===== src/near_limit_pkg.sv =====
// constants, register map and field layout for the near flag and speed limit
package near_limit_pkg;
	localparam int DEV_W = 32;
	localparam int SPD_W = 16;
	localparam logic [31:0] NEAR_WIDTH_MAX = 32'h4000_0000;
	localparam logic [31:0] DONE_WIDTH_DEF = 32'h0000_0007;
	localparam logic [15:0] TORQUE_LIMIT_MAX = 16'h2710;
	localparam logic [15:0] TORQUE_LIMIT_DEF = 16'h2710;
	localparam logic [15:0] MAX_SPEED_DEF = 16'h2710;
	localparam logic [15:0] OVERSPEED_DEF = 16'h2AF8;
	localparam logic [11:0] A_NEAR_WIDTH = 12'h000;
	localparam logic [11:0] A_DONE_WIDTH = 12'h004;
	localparam logic [11:0] A_CONFIG = 12'h008;
	localparam logic [11:0] A_ROT_LIMIT = 12'h00C;
	localparam logic [11:0] A_LIN_LIMIT = 12'h010;
	localparam logic [11:0] A_MAX_SPEED = 12'h014;
	localparam logic [11:0] A_OVERSPEED = 12'h018;
	localparam logic [11:0] A_HOST_LIMIT = 12'h01C;
	localparam logic [11:0] A_STATUS = 12'h020;
	localparam logic [11:0] A_IRQ_STAT = 12'h024;
	localparam logic [11:0] A_IRQ_MASK = 12'h028;
	localparam logic [11:0] A_APPLIED = 12'h02C;
	// config fields
	localparam int CF_ALLOC_MODE = 0;
	localparam int CF_SRC_SEL = 2;
	localparam int CF_INT_SEL = 3;
	localparam int CF_LINEAR = 4;
	localparam int CF_NEAR_COMPAT = 5;
	localparam int CF_NEAR_MULTI = 6;
	localparam int CF_VLT_COMPAT = 7;
	localparam int CF_VLT_MULTI = 8;
	localparam int CF_DONE_EN = 9;
	localparam logic [9:0] CONFIG_DEF = 10'h205;
	typedef enum logic [1:0]
	{
		ALLOC_RSVD = 2'h0,
		ALLOC_COMPAT = 2'h1,
		ALLOC_MULTI = 2'h2
	} alloc_mode_t;
	localparam int NEV = 3;
endpackage


===== src/near_flag_and_torque_speed_limit.sv =====
// near and done flags, torque-control speed limiting, apb registers
`timescale 1ns/1ps
module near_flag_and_torque_speed_limit
(
	input  wire logic                            i_mclk,
	input  wire logic                            i_rst_n,
	input  wire logic                            i_ce,
	input  wire logic                            psel,
	input  wire logic                            penable,
	input  wire logic                            pwrite,
	input  wire logic [11:0]                     paddr,
	input  wire logic [31:0]                     pwdata,
	output logic      [31:0]                     prdata,
	output logic                                 pready,
	output logic                                 pslverr,
	input  wire logic signed [near_limit_pkg::DEV_W-1:0] i_deviation,
	input  wire logic                            i_torque_mode,
	input  wire logic [near_limit_pkg::SPD_W-1:0] i_speed_cmd,
	input  wire logic [near_limit_pkg::SPD_W-1:0] i_host_speed_limit_cmd,
	input  wire logic                            i_host_limit_valid,
	output logic      [near_limit_pkg::SPD_W-1:0] o_speed_ref,
	output logic                                 o_near_out,
	output logic                                 o_positioning_done_out,
	output logic                                 o_speed_limit_active_out,
	output logic                                 o_irq
);
	import near_limit_pkg::*;

	logic [31:0]      near_width;
	logic [31:0]      positioning_done_width;
	logic [9:0]       config_reg;
	logic [15:0]      rotary_torque_speed_limit;
	logic [15:0]      linear_force_speed_limit;
	logic [15:0]      max_speed;
	logic [15:0]      overspeed;
	logic [15:0]      host_speed_limit_cmd;
	logic [NEV-1:0]   irq_stat;
	logic [NEV-1:0]   irq_mask;
	logic             src_external;
	logic             int_overspeed;
	logic             near_flag;
	logic             done_flag;
	logic             limit_flag;
	logic [15:0]      applied_limit;
	logic [31:0]      abs_dev;
	logic [15:0]      prog_limit;
	logic [15:0]      ceiling;
	logic [15:0]      internal_limit;
	logic [15:0]      next_limit;
	logic             next_near;
	logic             next_done;
	logic             next_limit_flag;
	logic             near_alloc;
	logic             vlt_alloc;
	logic             wr;
	logic             rd;
	logic [NEV-1:0]   events;
	alloc_mode_t      amode;

	assign wr = psel && penable && pwrite && i_ce;
	assign rd = psel && !penable && !pwrite;
	assign amode = alloc_mode_t'(config_reg[CF_ALLOC_MODE +: 2]);

	// magnitude of signed deviation
	always_comb
	begin
		abs_dev = i_deviation[DEV_W-1] ? 32'(-i_deviation)
			: 32'(i_deviation);
	end

	// limit selection path
	always_comb
	begin
		prog_limit = config_reg[CF_LINEAR] ? linear_force_speed_limit
			: rotary_torque_speed_limit;
		ceiling = int_overspeed ? overspeed : max_speed;
		internal_limit = (prog_limit > ceiling) ? ceiling : prog_limit;
		next_limit = internal_limit;
		if (src_external && host_speed_limit_cmd < internal_limit)
			next_limit = host_speed_limit_cmd;
		next_near = abs_dev <= near_width;
		next_done = config_reg[CF_DONE_EN]
			&& abs_dev <= positioning_done_width;
		next_limit_flag = i_torque_mode && i_speed_cmd > next_limit;
	end

	always_comb
	begin
		near_alloc = 1'b0;
		vlt_alloc = 1'b0;
		case (amode)
			ALLOC_COMPAT:
			begin
				near_alloc = config_reg[CF_NEAR_COMPAT];
				vlt_alloc = config_reg[CF_VLT_COMPAT];
			end
			ALLOC_MULTI:
			begin
				near_alloc = config_reg[CF_NEAR_MULTI];
				vlt_alloc = config_reg[CF_VLT_MULTI];
			end
			default:
			begin
				near_alloc = 1'b0;
				vlt_alloc = 1'b0;
			end
		endcase
	end

	// restart-latched selections, taken while reset is held
	always_ff @(posedge i_mclk)
	begin
		if (!i_rst_n)
		begin
			src_external <= config_reg[CF_SRC_SEL];
			int_overspeed <= config_reg[CF_INT_SEL];
		end
	end

	// configuration registers
	always_ff @(posedge i_mclk)
	begin
		if (!i_rst_n)
		begin
			near_width <= NEAR_WIDTH_MAX;
			positioning_done_width <= DONE_WIDTH_DEF;
			config_reg <= CONFIG_DEF;
			rotary_torque_speed_limit <= TORQUE_LIMIT_DEF;
			linear_force_speed_limit <= TORQUE_LIMIT_DEF;
			max_speed <= MAX_SPEED_DEF;
			overspeed <= OVERSPEED_DEF;
			irq_mask <= '0;
		end
		else if (wr)
		begin
			if (paddr == A_NEAR_WIDTH)
				near_width <= (pwdata > NEAR_WIDTH_MAX) ? NEAR_WIDTH_MAX : pwdata;
			else if (paddr == A_DONE_WIDTH)
				positioning_done_width <= (pwdata > NEAR_WIDTH_MAX)
					? NEAR_WIDTH_MAX : pwdata;
			else if (paddr == A_CONFIG)
				config_reg <= pwdata[9:0];
			else if (paddr == A_ROT_LIMIT)
				rotary_torque_speed_limit <= (pwdata[15:0] > TORQUE_LIMIT_MAX)
					? TORQUE_LIMIT_MAX : pwdata[15:0];
			else if (paddr == A_LIN_LIMIT)
				linear_force_speed_limit <= (pwdata[15:0] > TORQUE_LIMIT_MAX)
					? TORQUE_LIMIT_MAX : pwdata[15:0];
			else if (paddr == A_MAX_SPEED)
				max_speed <= pwdata[15:0];
			else if (paddr == A_OVERSPEED)
				overspeed <= pwdata[15:0];
			else if (paddr == A_IRQ_MASK)
				irq_mask <= pwdata[NEV-1:0];
		end
	end

	// host limit command capture
	always_ff @(posedge i_mclk)
	begin
		if (!i_rst_n)
			host_speed_limit_cmd <= TORQUE_LIMIT_DEF;
		else if (i_ce && i_host_limit_valid)
			host_speed_limit_cmd <= i_host_speed_limit_cmd;
	end

	// flags and outputs, once per control cycle
	always_ff @(posedge i_mclk)
	begin
		if (!i_rst_n)
		begin
			near_flag <= 1'b0;
			done_flag <= 1'b0;
			limit_flag <= 1'b0;
			applied_limit <= '0;
			o_speed_ref <= '0;
			o_near_out <= 1'b0;
			o_positioning_done_out <= 1'b0;
			o_speed_limit_active_out <= 1'b0;
		end
		else if (i_ce)
		begin
			near_flag <= next_near;
			done_flag <= next_done;
			limit_flag <= next_limit_flag;
			applied_limit <= next_limit;
			o_speed_ref <= (i_torque_mode && next_limit_flag) ? next_limit
				: i_speed_cmd;
			o_near_out <= next_near && near_alloc;
			o_positioning_done_out <= next_done;
			o_speed_limit_active_out <= next_limit_flag && vlt_alloc;
		end
	end

	// sticky events: set wins over write-one-clear
	assign events = {next_limit_flag & ~limit_flag, next_done & ~done_flag,
		next_near & ~near_flag};

	always_ff @(posedge i_mclk)
	begin
		if (!i_rst_n)
			irq_stat <= '0;
		else if (i_ce)
			irq_stat <= (irq_stat & ~((wr && paddr == A_IRQ_STAT)
				? pwdata[NEV-1:0] : '0)) | events;
	end

	always_ff @(posedge i_mclk)
	begin
		if (!i_rst_n)
			o_irq <= 1'b0;
		else if (i_ce)
			o_irq <= |(irq_stat & irq_mask);
	end

	// apb read and handshake: one wait-free access phase
	always_ff @(posedge i_mclk)
	begin
		if (!i_rst_n)
		begin
			prdata <= '0;
			pready <= 1'b0;
			pslverr <= 1'b0;
		end
		else if (i_ce)
		begin
			pready <= psel && !penable;
			pslverr <= 1'b0;
			if (psel && !penable)
			begin
				prdata <= '0;
				if (paddr[1:0] != 2'h0 || paddr > A_APPLIED)
					pslverr <= 1'b1;
				else if (!rd)
					prdata <= '0;
				else if (paddr == A_NEAR_WIDTH)
					prdata <= near_width;
				else if (paddr == A_DONE_WIDTH)
					prdata <= positioning_done_width;
				else if (paddr == A_CONFIG)
					prdata <= {22'h0, config_reg};
				else if (paddr == A_ROT_LIMIT)
					prdata <= {16'h0, rotary_torque_speed_limit};
				else if (paddr == A_LIN_LIMIT)
					prdata <= {16'h0, linear_force_speed_limit};
				else if (paddr == A_MAX_SPEED)
					prdata <= {16'h0, max_speed};
				else if (paddr == A_OVERSPEED)
					prdata <= {16'h0, overspeed};
				else if (paddr == A_HOST_LIMIT)
					prdata <= {16'h0, host_speed_limit_cmd};
				else if (paddr == A_STATUS)
					prdata <= {27'h0, int_overspeed, src_external,
						limit_flag, done_flag, near_flag};
				else if (paddr == A_IRQ_STAT)
					prdata <= {29'h0, irq_stat};
				else if (paddr == A_IRQ_MASK)
					prdata <= {29'h0, irq_mask};
				else
					prdata <= {16'h0, applied_limit};
			end
		end
	end

	property p_near;
		@(posedge i_mclk) disable iff (!i_rst_n)
		i_ce && abs_dev <= near_width |=> near_flag;
	endproperty
	a_near: assert property (p_near) else $error("near not set");
	property p_near_out;
		@(posedge i_mclk) disable iff (!i_rst_n)
		i_ce && !near_alloc |=> !o_near_out;
	endproperty
	a_near_out: assert property (p_near_out) else $error("near ungated");
	property p_done;
		@(posedge i_mclk) disable iff (!i_rst_n)
		i_ce && config_reg[CF_DONE_EN] && abs_dev > positioning_done_width
			|=> !o_positioning_done_out;
	endproperty
	a_done: assert property (p_done) else $error("done wrong");
	property p_vlt;
		@(posedge i_mclk) disable iff (!i_rst_n)
		i_ce && !i_torque_mode |=> !o_speed_limit_active_out;
	endproperty
	a_vlt: assert property (p_vlt) else $error("limit outside torque");
	property p_min;
		@(posedge i_mclk) disable iff (!i_rst_n)
		i_ce |=> applied_limit <= $past(internal_limit);
	endproperty
	a_min: assert property (p_min) else $error("limit above internal");
	property p_ceil;
		@(posedge i_mclk) disable iff (!i_rst_n)
		internal_limit <= ceiling;
	endproperty
	a_ceil: assert property (p_ceil) else $error("ceiling exceeded");
	property p_ref;
		@(posedge i_mclk) disable iff (!i_rst_n)
		i_ce && i_torque_mode |=> o_speed_ref <= applied_limit;
	endproperty
	a_ref: assert property (p_ref) else $error("speed ref unlimited");
	property p_rot;
		@(posedge i_mclk) disable iff (!i_rst_n)
		rotary_torque_speed_limit <= TORQUE_LIMIT_MAX;
	endproperty
	a_rot: assert property (p_rot) else $error("rotary limit range");
	c_near: cover property (@(posedge i_mclk) o_near_out ##1 !o_near_out);
	c_vlt: cover property (@(posedge i_mclk) o_speed_limit_active_out);
	c_irq: cover property (@(posedge i_mclk) o_irq);
endmodule


===== config.mk =====
export PLATFORM = sky130hd
export DESIGN_NAME = near_flag_and_torque_speed_limit
export DESIGN_NICKNAME = d
export VERILOG_FILES = /design/src/near_limit_pkg.sv /design/src/near_flag_and_torque_speed_limit.sv
export SDC_FILE = /design/constraint.sdc
export NUM_CORES = 1
export LEC_CHECK = 0
export BUFFER_PORTS_ARGS = -buffer_cell sky130_fd_sc_hd__buf_2
export CORE_MARGIN = 3
export CORE_UTILIZATION = 35
export CTS_CLUSTER_DIAMETER = 120
export DETAILED_ROUTE_END_ITERATION = 10
export SYNTH_ARGS = -nofsm -noshare
export SYNTH_HDL_FRONTEND = slang
export SYNTH_SLANG_ARGS = --single-unit

===== constraint.sdc =====
create_clock -name i_mclk -period 16 [get_ports i_mclk]
set_input_delay 0.8 -clock i_mclk [delete_from_list [all_inputs] [get_ports i_mclk]]
set_output_delay 0.8 -clock i_mclk [all_outputs]
set_load 0.1 [all_outputs]

==> qor.yml, run 1 <==
cts_sinks: 234
hp-start: "prdata[8]$_SDFFE_PN0P_"
die_h_um: 206
wirelength_mm: 51.4
die_w_um: 206
ys_warn_count: 0
rrSetupSlack_ns: 7.76
hold_viol: 0
drtIter0Drc: 1342
numPortBuffers: 169
cts.repair.resized: 0
critPathMaxFanout: 18
peakVddDrop_uv: 68.8
hold_path_class: "flip-flop to flip-flop"
regToRegStartpoint: "config_reg[4]$_SDFFE_PN0P_"
grt_overflow_total: 0
ctsRootBufferMaster: "clkbuf_16"
synth_seq_area_share_pct: 33.6
arrival_ns: 8.68
vias_per_cell: 5.64
placed_cell_area_um2: 15200
start_util_pct: 35.8
hold_depth: 2
dpl.hpwl_mm: 38.1
synth_edf_count: 2
clock_path_buffers: 3
htreeDepth: 1
setup-tns-final_ns: 0
final_common_cell: "nand2_1"
synthFlopType: "dfxtp_1"
rows: 72
crit_type: "flip-flop to flip-flop"
postCtsSetupBuffers: 0
crit-reg2reg-capture: "o_speed_ref[14]$_SDFFE_PN0P_"
crit_path_start: "config_reg[4]$_SDFFE_PN0P_"
avgSynthCellArea_um2: 7.63
syn-num-nets: 2062
ant_nets: 0
ys_ff_latch: 234
skew_ns: 0.0122
cts-buffers-inserted: 27
io_pins: 170
tightest_slew_ns: 1.15
r2r_cells: 30
p_leak_nw: 6.50
ctsHoldBuffers: 0
firstDrtPassIters: 5
fill_cells: 4079
yosysUniqueCellTypes: 62
fmax_ghz: 0.121
layout_common_cells: "nand2_1 (348), dfxtp_1 (232), a21oi_1 (222)"
layout_min_cycle_time_ns: 8.24
globalplace.congestion: 1.00
power-per-cell-area_nw_per_um2: 89.4
reg.largest.list: "near_width: 32 flops, positioning_done_width: 32 flops, prdata: 32 flops"
clk_pin_slew_worst_paths_ns: 0.07
seq_area_um2: 4700
cpMaxStageDelayCell: "dfxtp_1"
track_usage_pct: 23.6
cts_tree: "done"
worst_path_most_repeated_cell: "a21oi_1"
multi_input_area_um2: 8440
min_to: "prdata[8]$_SDFFE_PN0P_"
final_nets: 2163
setup_viol: 0
layout-drive-gt1-share_pct: 13.0
crit_path_max_incr_delay_ns: 1.01
netlist_area_um2: 14000
rsz0062_at_grt: "no"
period_share_pct: 51.5
crit_path_end_kind: "flip-flop"
maxCapViolCount: 0
syn_to_final_growth_pct: 15.0
async_flop_share_pct: 0
wire_per_inst_um: 20.8
slew_headroom_pct: 22.9
synth_cells: 1833
status: "completed"
antenna_found_initial: 4
core_area_um2: 39100
maxSlewViolCount: 0
die_area_um2: 42400
via_count: 13962
grt_pass1_vias: 13192
power.total_mw: 1.44
design_area_um2: 16100
insertion_delay_ns: 0.55
cp.required_ns: 16.45
grt_max_degree: 87
grt_pass1_wl_mm: 78.2
drc: 0
critPathLaunchType: "flip-flop"
worst max-delay path, delay by kind of cell (launching register included):
kind	cells	cell delay [ns]
simple gates	4	1.05
fa+ha+maj	3	0.78
flops	1	1.01
compound gates	17	3.92
mux	2	0.78
buf+inv	4	0.56
stage by stage:
stage	cells	utilization, %	setup slack [ns]	hold slack, ns
floorplan	1833	-	8.54	0.425
global placement	2423	38.9	7.98	0.438
detailed placement	2423	38.9	7.87	0.436
CTS	2471	41.1	7.82	0.444
global route	2472	41.1	7.06	0.467
finish	2475	41.1	7.76	0.438
kinds of logic after synthesis:
| group | after synthesis | share of synthesized area (%) |
|---|---|---|
| XOR/XNOR | 29 | 1.82 |
| adder cells (fa/ha/maj) | 113 | 10.1 |
| AND/OR/NAND/NOR | 675 | 21.5 |
| multiplexers | 80 | 5.78 |
| AO/OA/AOI/OAI | 471 | 20.8 |
| flip-flops | 234 | 33.6 |
| buffers and inverters | 231 | 6.31 |
layout make-up:
cell class	instances	area share [%]
Clock inverter	12	0.708
Multi-Input combinational cell	1368	52.5
Clock buffer	36	4.66
Timing Repair Buffer	186	6.05
Sequential cell	234	29.3
Antenna cell	4	0.0623
Tap cell	518	4.03
Inverter	117	2.75
worst max path at each step:
stage / to / depth (start not counted) / slack (ns)
after global routing: o_speed_ref[8]$_SDFFE_PN0P_ / 30 / 7.06
final: o_speed_ref[14]$_SDFFE_PN0P_ / 30 / 7.76
after global placement: o_speed_ref[0]$_SDFFE_PN0P_ / 30 / 7.98
after floorplan: o_speed_ref[10]$_SDFFE_PN0P_ / 32 / 8.54
after detailed placement: o_speed_ref[14]$_SDFFE_PN0P_ / 30 / 7.87
after CTS: o_speed_ref[14]$_SDFFE_PN0P_ / 30 / 7.82
layer usage:
metal,GRT usage [%],wire length [um]
met4,6.38,1570
met2,38.2,23000
met1,32.3,22800
met3,4.46,3880
met5,0,27
synthesized netlist by cell type (6+ instances only):
library cell / instances / area [um2]
o211ai_1: 28 / 210
o21a_1: 13 / 97.6
a21o_1: 26 / 195
o31ai_1: 9 / 67.6
a211oi_1: 15 / 113
dfxtp_1: 232 / 4640
a22oi_1: 17 / 128
o221ai_1: 21 / 184
nor2_1: 84 / 315
clkbuf_1: 105 / 394
and3_1: 7 / 43.8
nand2b_1: 16 / 100
ha_1: 113 / 1410
nor2b_1: 13 / 81.3
mux2i_1: 74 / 741
a21oi_1: 222 / 1110
nand2_1: 348 / 1310
xnor2_1: 29 / 254
nor4_1: 13 / 81.3
or4_1: 6 / 45.0
o22ai_1: 15 / 93.8
a211o_1: 6 / 52.6
or3_1: 11 / 68.8
nand3_1: 120 / 601
nor3_1: 16 / 80.1
inv_1: 117 / 439
o21ai_0: 63 / 315
nand4_1: 23 / 144
o41ai_1: 6 / 52.6
mux2_2: 6 / 67.6
power breakdown:
group / switching (mW) / internal, mW / leakage, nW / total, mW
logic: 0.146 / 0.0760 / 4.16 / 0.222
registers: 0.00903 / 0.594 / 1.90 / 0.603
clock network: 0.254 / 0.359 / 0.435 / 0.613
total: 0.408 / 1.03 / 6.50 / 1.44
Note: power is estimated with default switching activity, not from simulation.
==> run 2, diff against run 1 <==
==> constraint.sdc (replaced) <==
create_clock -name i_mclk -period 8.1 [get_ports i_mclk]
set_input_delay 0.405 -clock i_mclk [delete_from_list [all_inputs] [get_ports i_mclk]]
set_output_delay 0.405 -clock i_mclk [all_outputs]
set_load 0.1 [all_outputs]
==> qor.yml, run 2 (synthesis results as in run 1) <==
skew_ns: 0.0167  # +0.00455 ns
cts_sinks: 234  # unchanged
cts-buffers-inserted: 28  # +3.7%
grt_max_degree: 105  # +21%
hold_path_class: "primary input to flip-flop"
layout_common_cells: "nand2_1 (347), dfxtp_1 (231), a21oi_1 (222)"
placed_cell_area_um2: 15200  # +0.26%
core_area_um2: 39100  # unchanged
io_pins: 170  # unchanged
dpl.hpwl_mm: 38.0  # -0.23%
crit_path_end_kind: "flip-flop"
wire_per_inst_um: 20.5  # -0.98%
start_util_pct: 35.8  # unchanged
final_core_util_pct: 41.8  # +0.71 points
dp.cells: 2428  # +0.21%
ctsRootBufferMaster: "clkbuf_16"
hold_viol: 0  # unchanged
insertion_delay_ns: 0.56  # about the same
maxCapViolCount: 0  # unchanged
p_leak_nw: 6.63  # +2.1%
grt_overflow_total: 0  # unchanged
period_share_pct: 92.2  # +41 points
critPathMaxFanout: 15  # -3
tightest_slew_ns: 1.17  # +0.0221 ns
vias_per_cell: 5.65  # about the same
cts_tree: "done"
drtIter0Drc: 1238  # -7.7%
slew_headroom_pct: 21.7  # -1.2 points
arrival_ns: 7.93  # -0.75 ns
ant_nets: 0  # unchanged
antenna_found_initial: 5  # +1
die_area_um2: 42400  # unchanged
track_usage_pct: 23.3  # -0.32 points
setup_viol: 0  # unchanged
layout_min_cycle_time_ns: 7.47  # -0.765 ns
grt_pass1_vias: 13025  # -1.3%
rows: 72  # unchanged
grt_pass1_wl_mm: 77.1  # -1.5%
critPathLaunchType: "flip-flop"
crit_type: "flip-flop to flip-flop"
htreeDepth: 1  # unchanged
via_count: 14038  # +0.54%
instances_no_fill: 2486  # +0.44%
die_h_um: 206  # unchanged
wirelength_mm: 51.1  # -0.54%
rsz0062_at_grt: "no"
reg.largest.list: "near_width: 32 flops, positioning_done_width: 32 flops, prdata: 32 flops"
final_nets: 2173  # +0.46%
die_w_um: 206  # unchanged
firstDrtPassIters: 7  # +2
syn_to_final_growth_pct: 17.0
setup-tns-final_ns: 0  # unchanged
numPortBuffers: 169  # unchanged
power-per-cell-area_nw_per_um2: 188  # +110%
design_area_um2: 16400  # +1.7%
cpMaxStageDelayCell: "nand3_1"
fmax_ghz: 0.134  # +10%
globalplace.congestion: 0.970  # -3.1%
crit_path_max_incr_delay_ns: 0.58  # -0.43 ns
cp.required_ns: 8.56  # -7.89 ns
maxSlewViolCount: 0  # unchanged
final_common_cell: "nand2_1"
status: "completed"
clk_pin_slew_worst_paths_ns: 0.07  # about the same
clock_path_buffers: 3  # unchanged
layout-drive-gt1-share_pct: 13.7  # +0.78 points
fin_hold_ws_ns: 0.0576  # -0.380 ns
peakVddDrop_uv: 134  # +95%
ctsHoldBuffers: 0  # unchanged
drc: 0  # unchanged
==> run 2: cell count changes in the layout (fill, tap and decap cells not counted), sizes merged <==
cell,delta
diode,-2
clkinvlp,+2
clkinv,-3
bufinv,+5
buf,+9
inv,+1
clkbuf,-1
==> run 2: final timing paths <==
path                                   start                                     to  slack (ns)  depth (start not counted)
hold / removal    i_host_speed_limit_cmd[13]  host_speed_limit_cmd[13]$_SDFFE_PN1P_        0.06                          3
setup reg to reg  config_reg[4]$_SDFFE_PN0P_            o_speed_ref[9]$_SDFFE_PN0P_        0.63                         29
setup / recovery  config_reg[4]$_SDFFE_PN0P_            o_speed_ref[9]$_SDFFE_PN0P_        0.63                         29
hold reg to reg       prdata[0]$_SDFFE_PN0P_                 prdata[0]$_SDFFE_PN0P_        0.45                          2
==> run 2: power breakdown <==
part / switching [mW] / leakage (nW) / internal [mW]
combinational: 0.290 / 4.22 / 0.157
clock: 0.533 / 0.514 / 0.905
sequential: 0.0153 / 1.90 / 1.17
total: 0.838 / 6.63 / 2.23
==> run 2: critical path, delay by kind of cell (launching register included) <==
family          cells  cell delay (ns)
compound gates     10             2.27
simple gates        8             2.13
fa+ha+maj           3             0.88
mux                 3             0.76
buf+inv             5             0.74
flops               1             0.57
==> run 2: routing by layer <==
layer | wire, um | part of all wire [%] | vias up | GRT usage (%)
met5 | 38 | 0.074 | - | 0
met4 | 1310 | 2.6 | 6 | 5.79
met3 | 3870 | 7.6 | 85 | 3.69
met2 | 23000 | 45 | 582 | 37.3
met1 | 22800 | 45 | 6673 | 32.8
li1 | - | - | 6692 | -
==> run 2: area by class of cell <==
class	count	area, um2
Fill cell	4029	22700
Multi-Input combinational cell	1368	8440
Sequential cell	234	4710
Timing Repair Buffer	195	1070
Clock buffer	35	778
Tap cell	518	648
Inverter	117	442
Clock inverter	17	273
Antenna cell	2	5.00
==> run 2: stage by stage <==
stage / power [mW] / worst slack [ns]
CTS: 3.08 / 0.164
global route: 3.18 / 0.00383
finish: 3.07 / 0.630
floorplan: 1.51 / 0.643
global placement: 1.64 / 0.411
detailed placement: 1.65 / 0.218
==> run 2: what timing repair did <==
action,CTS,global route
resized for setup,0,1
buffers inserted,0,4
endpoints found under the setup margin,0,15
==> run 3, diff against run 2 <==
--- a/config.mk
+++ b/config.mk
@@ -10,6 +10,8 @@
 export CORE_UTILIZATION = 35
 export CTS_CLUSTER_DIAMETER = 120
 export DETAILED_ROUTE_END_ITERATION = 10
+export RECOVER_POWER = 100
+export SLEW_MARGIN = 40
 export SYNTH_ARGS = -nofsm -noshare
 export SYNTH_HDL_FRONTEND = slang
 export SYNTH_SLANG_ARGS = --single-unit
==> qor.yml, run 3 (synthesis results as in run 1) <==
p_int_mw: 2.08  # -7.0%
grt_overflow_total: 0  # unchanged
htreeDepth: 1  # unchanged
final_core_util_pct: 41.3  # -0.52 points
cts_tree: "done"
numPortBuffers: 169  # unchanged
peakVddDrop_uv: 166  # +24%
rows: 72  # unchanged
crit_path_max_incr_delay_ns: 0.58  # about the same
hold_path_class: "primary input to flip-flop"
core_area_um2: 39100  # unchanged
drtIter0Drc: 1277  # +3.2%
antenna_found_initial: 5  # unchanged
final_common_cell: "nand2_1"
min_to: "host_speed_limit_cmd[13]$_SDFFE_PN1P_"
hold_depth: 3  # unchanged
dpl.hpwl_mm: 38.0  # about the same
clockPowerShare_pct: 43.9  # -2.9 points
ctsRootBufferMaster: "clkbuf_16"
setup-tns-final_ns: 0  # unchanged
drc: 0  # unchanged
status: "finished, violations left"
power_frac_seq_pct: 40.9  # +2.2 points
critPathMaxFanout: 14  # -1
clock_path_buffers: 3  # unchanged
timing.final.ws_setup_ns: 0.562  # -0.0680 ns
sw_frac_of_total_pct: 28.4  # +1.1 points
grt_pass1_wl_mm: 76.3  # -1.0%
switchingPower_uw: 824  # -1.8%
fin_hold_ws_ns: 0.0505  # -0.00708 ns
power-per-cell-area_nw_per_um2: 180  # -4.4%
critPathLaunchType: "flip-flop"
layout-drive-gt1-share_pct: 10.4  # -3.3 points
insertion_delay_ns: 0.56  # about the same
die_h_um: 206  # unchanged
path_buf_inv: 5  # unchanged
reg.largest.list: "near_width: 32 flops, positioning_done_width: 32 flops, prdata: 32 flops"
maxSlewViolCount: 223  # +223
hp-start: "i_host_speed_limit_cmd[13]"
fmax_ghz: 0.133  # -0.90%
start_util_pct: 35.8  # unchanged
grt_max_degree: 105  # unchanged
setup_viol: 0  # unchanged
syn_to_final_growth_pct: 15.5
failed_checks: "max-capacitance violations, max-slew violations"
skew_ns: 0.0123  # -0.00443 ns
period_share_pct: 93.1  # +0.84 points
slew_headroom_pct: -224  # -250 points
layout_common_cells: "nand2_1 (348), dfxtp_1 (231), a21oi_1 (222)"
maxCapViolCount: 4  # +4
final_nets: 2171  # -0.092%
cpMaxStageDelayCell: "nand3b_1"
grt_pass1_vias: 13076  # +0.39%
pre_cts_slack_ns: 0.340  # +0.122 ns
ant_nets: 0  # unchanged
vias_per_cell: 5.65  # about the same
tightest_slew_ns: 4.85  # +3.68 ns
rsz0062_at_grt: "no"
p_leak_nw: 6.32  # -4.6%
via_count: 14029  # -0.064%
comb_power_share_pct: 15.2  # +0.7 points
cpLargestDelayFamily: "compound AO/OA/AOI/OAI gates"
die_area_um2: 42400  # unchanged
cts-buffers-inserted: 27  # -3.6%
die_w_um: 206  # unchanged
firstDrtPassIters: 7  # unchanged
wirelength_mm: 50.8  # -0.61%
regToRegStartpoint: "config_reg[4]$_SDFFE_PN0P_"
arrival_ns: 8.01  # +0.08 ns
wire_per_inst_um: 20.4  # -0.49%
track_usage_pct: 23.1  # -0.20 points
cts_sinks: 234  # unchanged
globalplace.congestion: 0.970  # unchanged
hold_viol: 0  # unchanged
layout_min_cycle_time_ns: 7.54  # +0.0679 ns
crit-reg2reg-capture: "o_speed_ref[12]$_SDFFE_PN0P_"
io_pins: 170  # unchanged
crit_path_end_kind: "flip-flop"
cp.required_ns: 8.57  # about the same
clk_pin_slew_worst_paths_ns: 0.06  # about the same
rrSetupSlack_ns: 0.56  # -0.07 ns
crit_type: "flip-flop to flip-flop"
r2r_cells: 29  # unchanged
[run 3: repair_timing]
action                                  in CTS  in global routing
endpoints found under the setup margin       0                 15
setup buffers                                0                  1
resized for setup                            0                  1
hold buffers                                 0                  0
[run 3: stage by stage]
step	cell area (um2)	cells	power (mW)
2_1_floorplan	14000	1833	1.51
4_1_cts	16200	2479	2.92
3_5_place_dp	15300	2429	1.65
6_report	16200	2483	2.90
5_1_grt	16200	2482	3.01
3_3_place_gp	15200	2428	1.64
[run 3: power groups by stage]
stage | registers (mW) | clock network [mW] | logic [mW]
2_1_floorplan | 1.26 | 0 | 0.248
3_3_place_gp | 1.21 | 0 | 0.429
3_5_place_dp | 1.21 | 0 | 0.437
4_1_cts | 1.19 | 1.29 | 0.439
5_1_grt | 1.19 | 1.34 | 0.480
6_report | 1.19 | 1.27 | 0.440
[run 3: worst max-delay path by stage]
stage | from | endpoint | slack (ns) | depth (start not counted)
2_1_floorplan | config_reg[4]$_SDFFE_PN0P_ | o_speed_ref[10]$_SDFFE_PN0P_ | 0.64 | 32
3_3_place_gp | config_reg[4]$_SDFFE_PN0P_ | o_speed_ref[0]$_SDFFE_PN0P_ | 0.41 | 29
3_5_place_dp | config_reg[4]$_SDFFE_PN0P_ | o_speed_ref[12]$_SDFFE_PN0P_ | 0.34 | 29
4_1_cts | config_reg[4]$_SDFFE_PN0P_ | o_speed_ref[12]$_SDFFE_PN0P_ | 0.31 | 29
5_1_grt | config_reg[4]$_SDFFE_PN0P_ | o_speed_ref[11]$_SDFFE_PN0P_ | 0.02 | 29
6_report | config_reg[4]$_SDFFE_PN0P_ | o_speed_ref[12]$_SDFFE_PN0P_ | 0.56 | 29
[run 3: cell type report]
type                    instances  area [um2]
diodes                          2        5.00
clock buffers                  40         805
clock inverters                10         119
fillers                      4086       22900
inverters                     117         440
multi-input cells            1368        8460
flip-flops and latches        234        4710
well taps                     518         648
repair buffers                194         972
[run 3: worst register-to-register path: cells and delay by family, from the launching register on]
family,cells,cell delay [ns]
mux,3,0.78
fa+ha+maj,3,0.88
flops,1,0.56
simple gates,8,2.09
buf+inv,5,0.77
compound gates,10,2.38
[run 3: metal layers]
metal	part of all wire [%]	wire, um	track usage (%)
met5	0.095	48	0
met4	3.5	1770	7.32
met3	8.4	4280	4.52
met2	44	22600	36.7
met1	44	22100	31.6
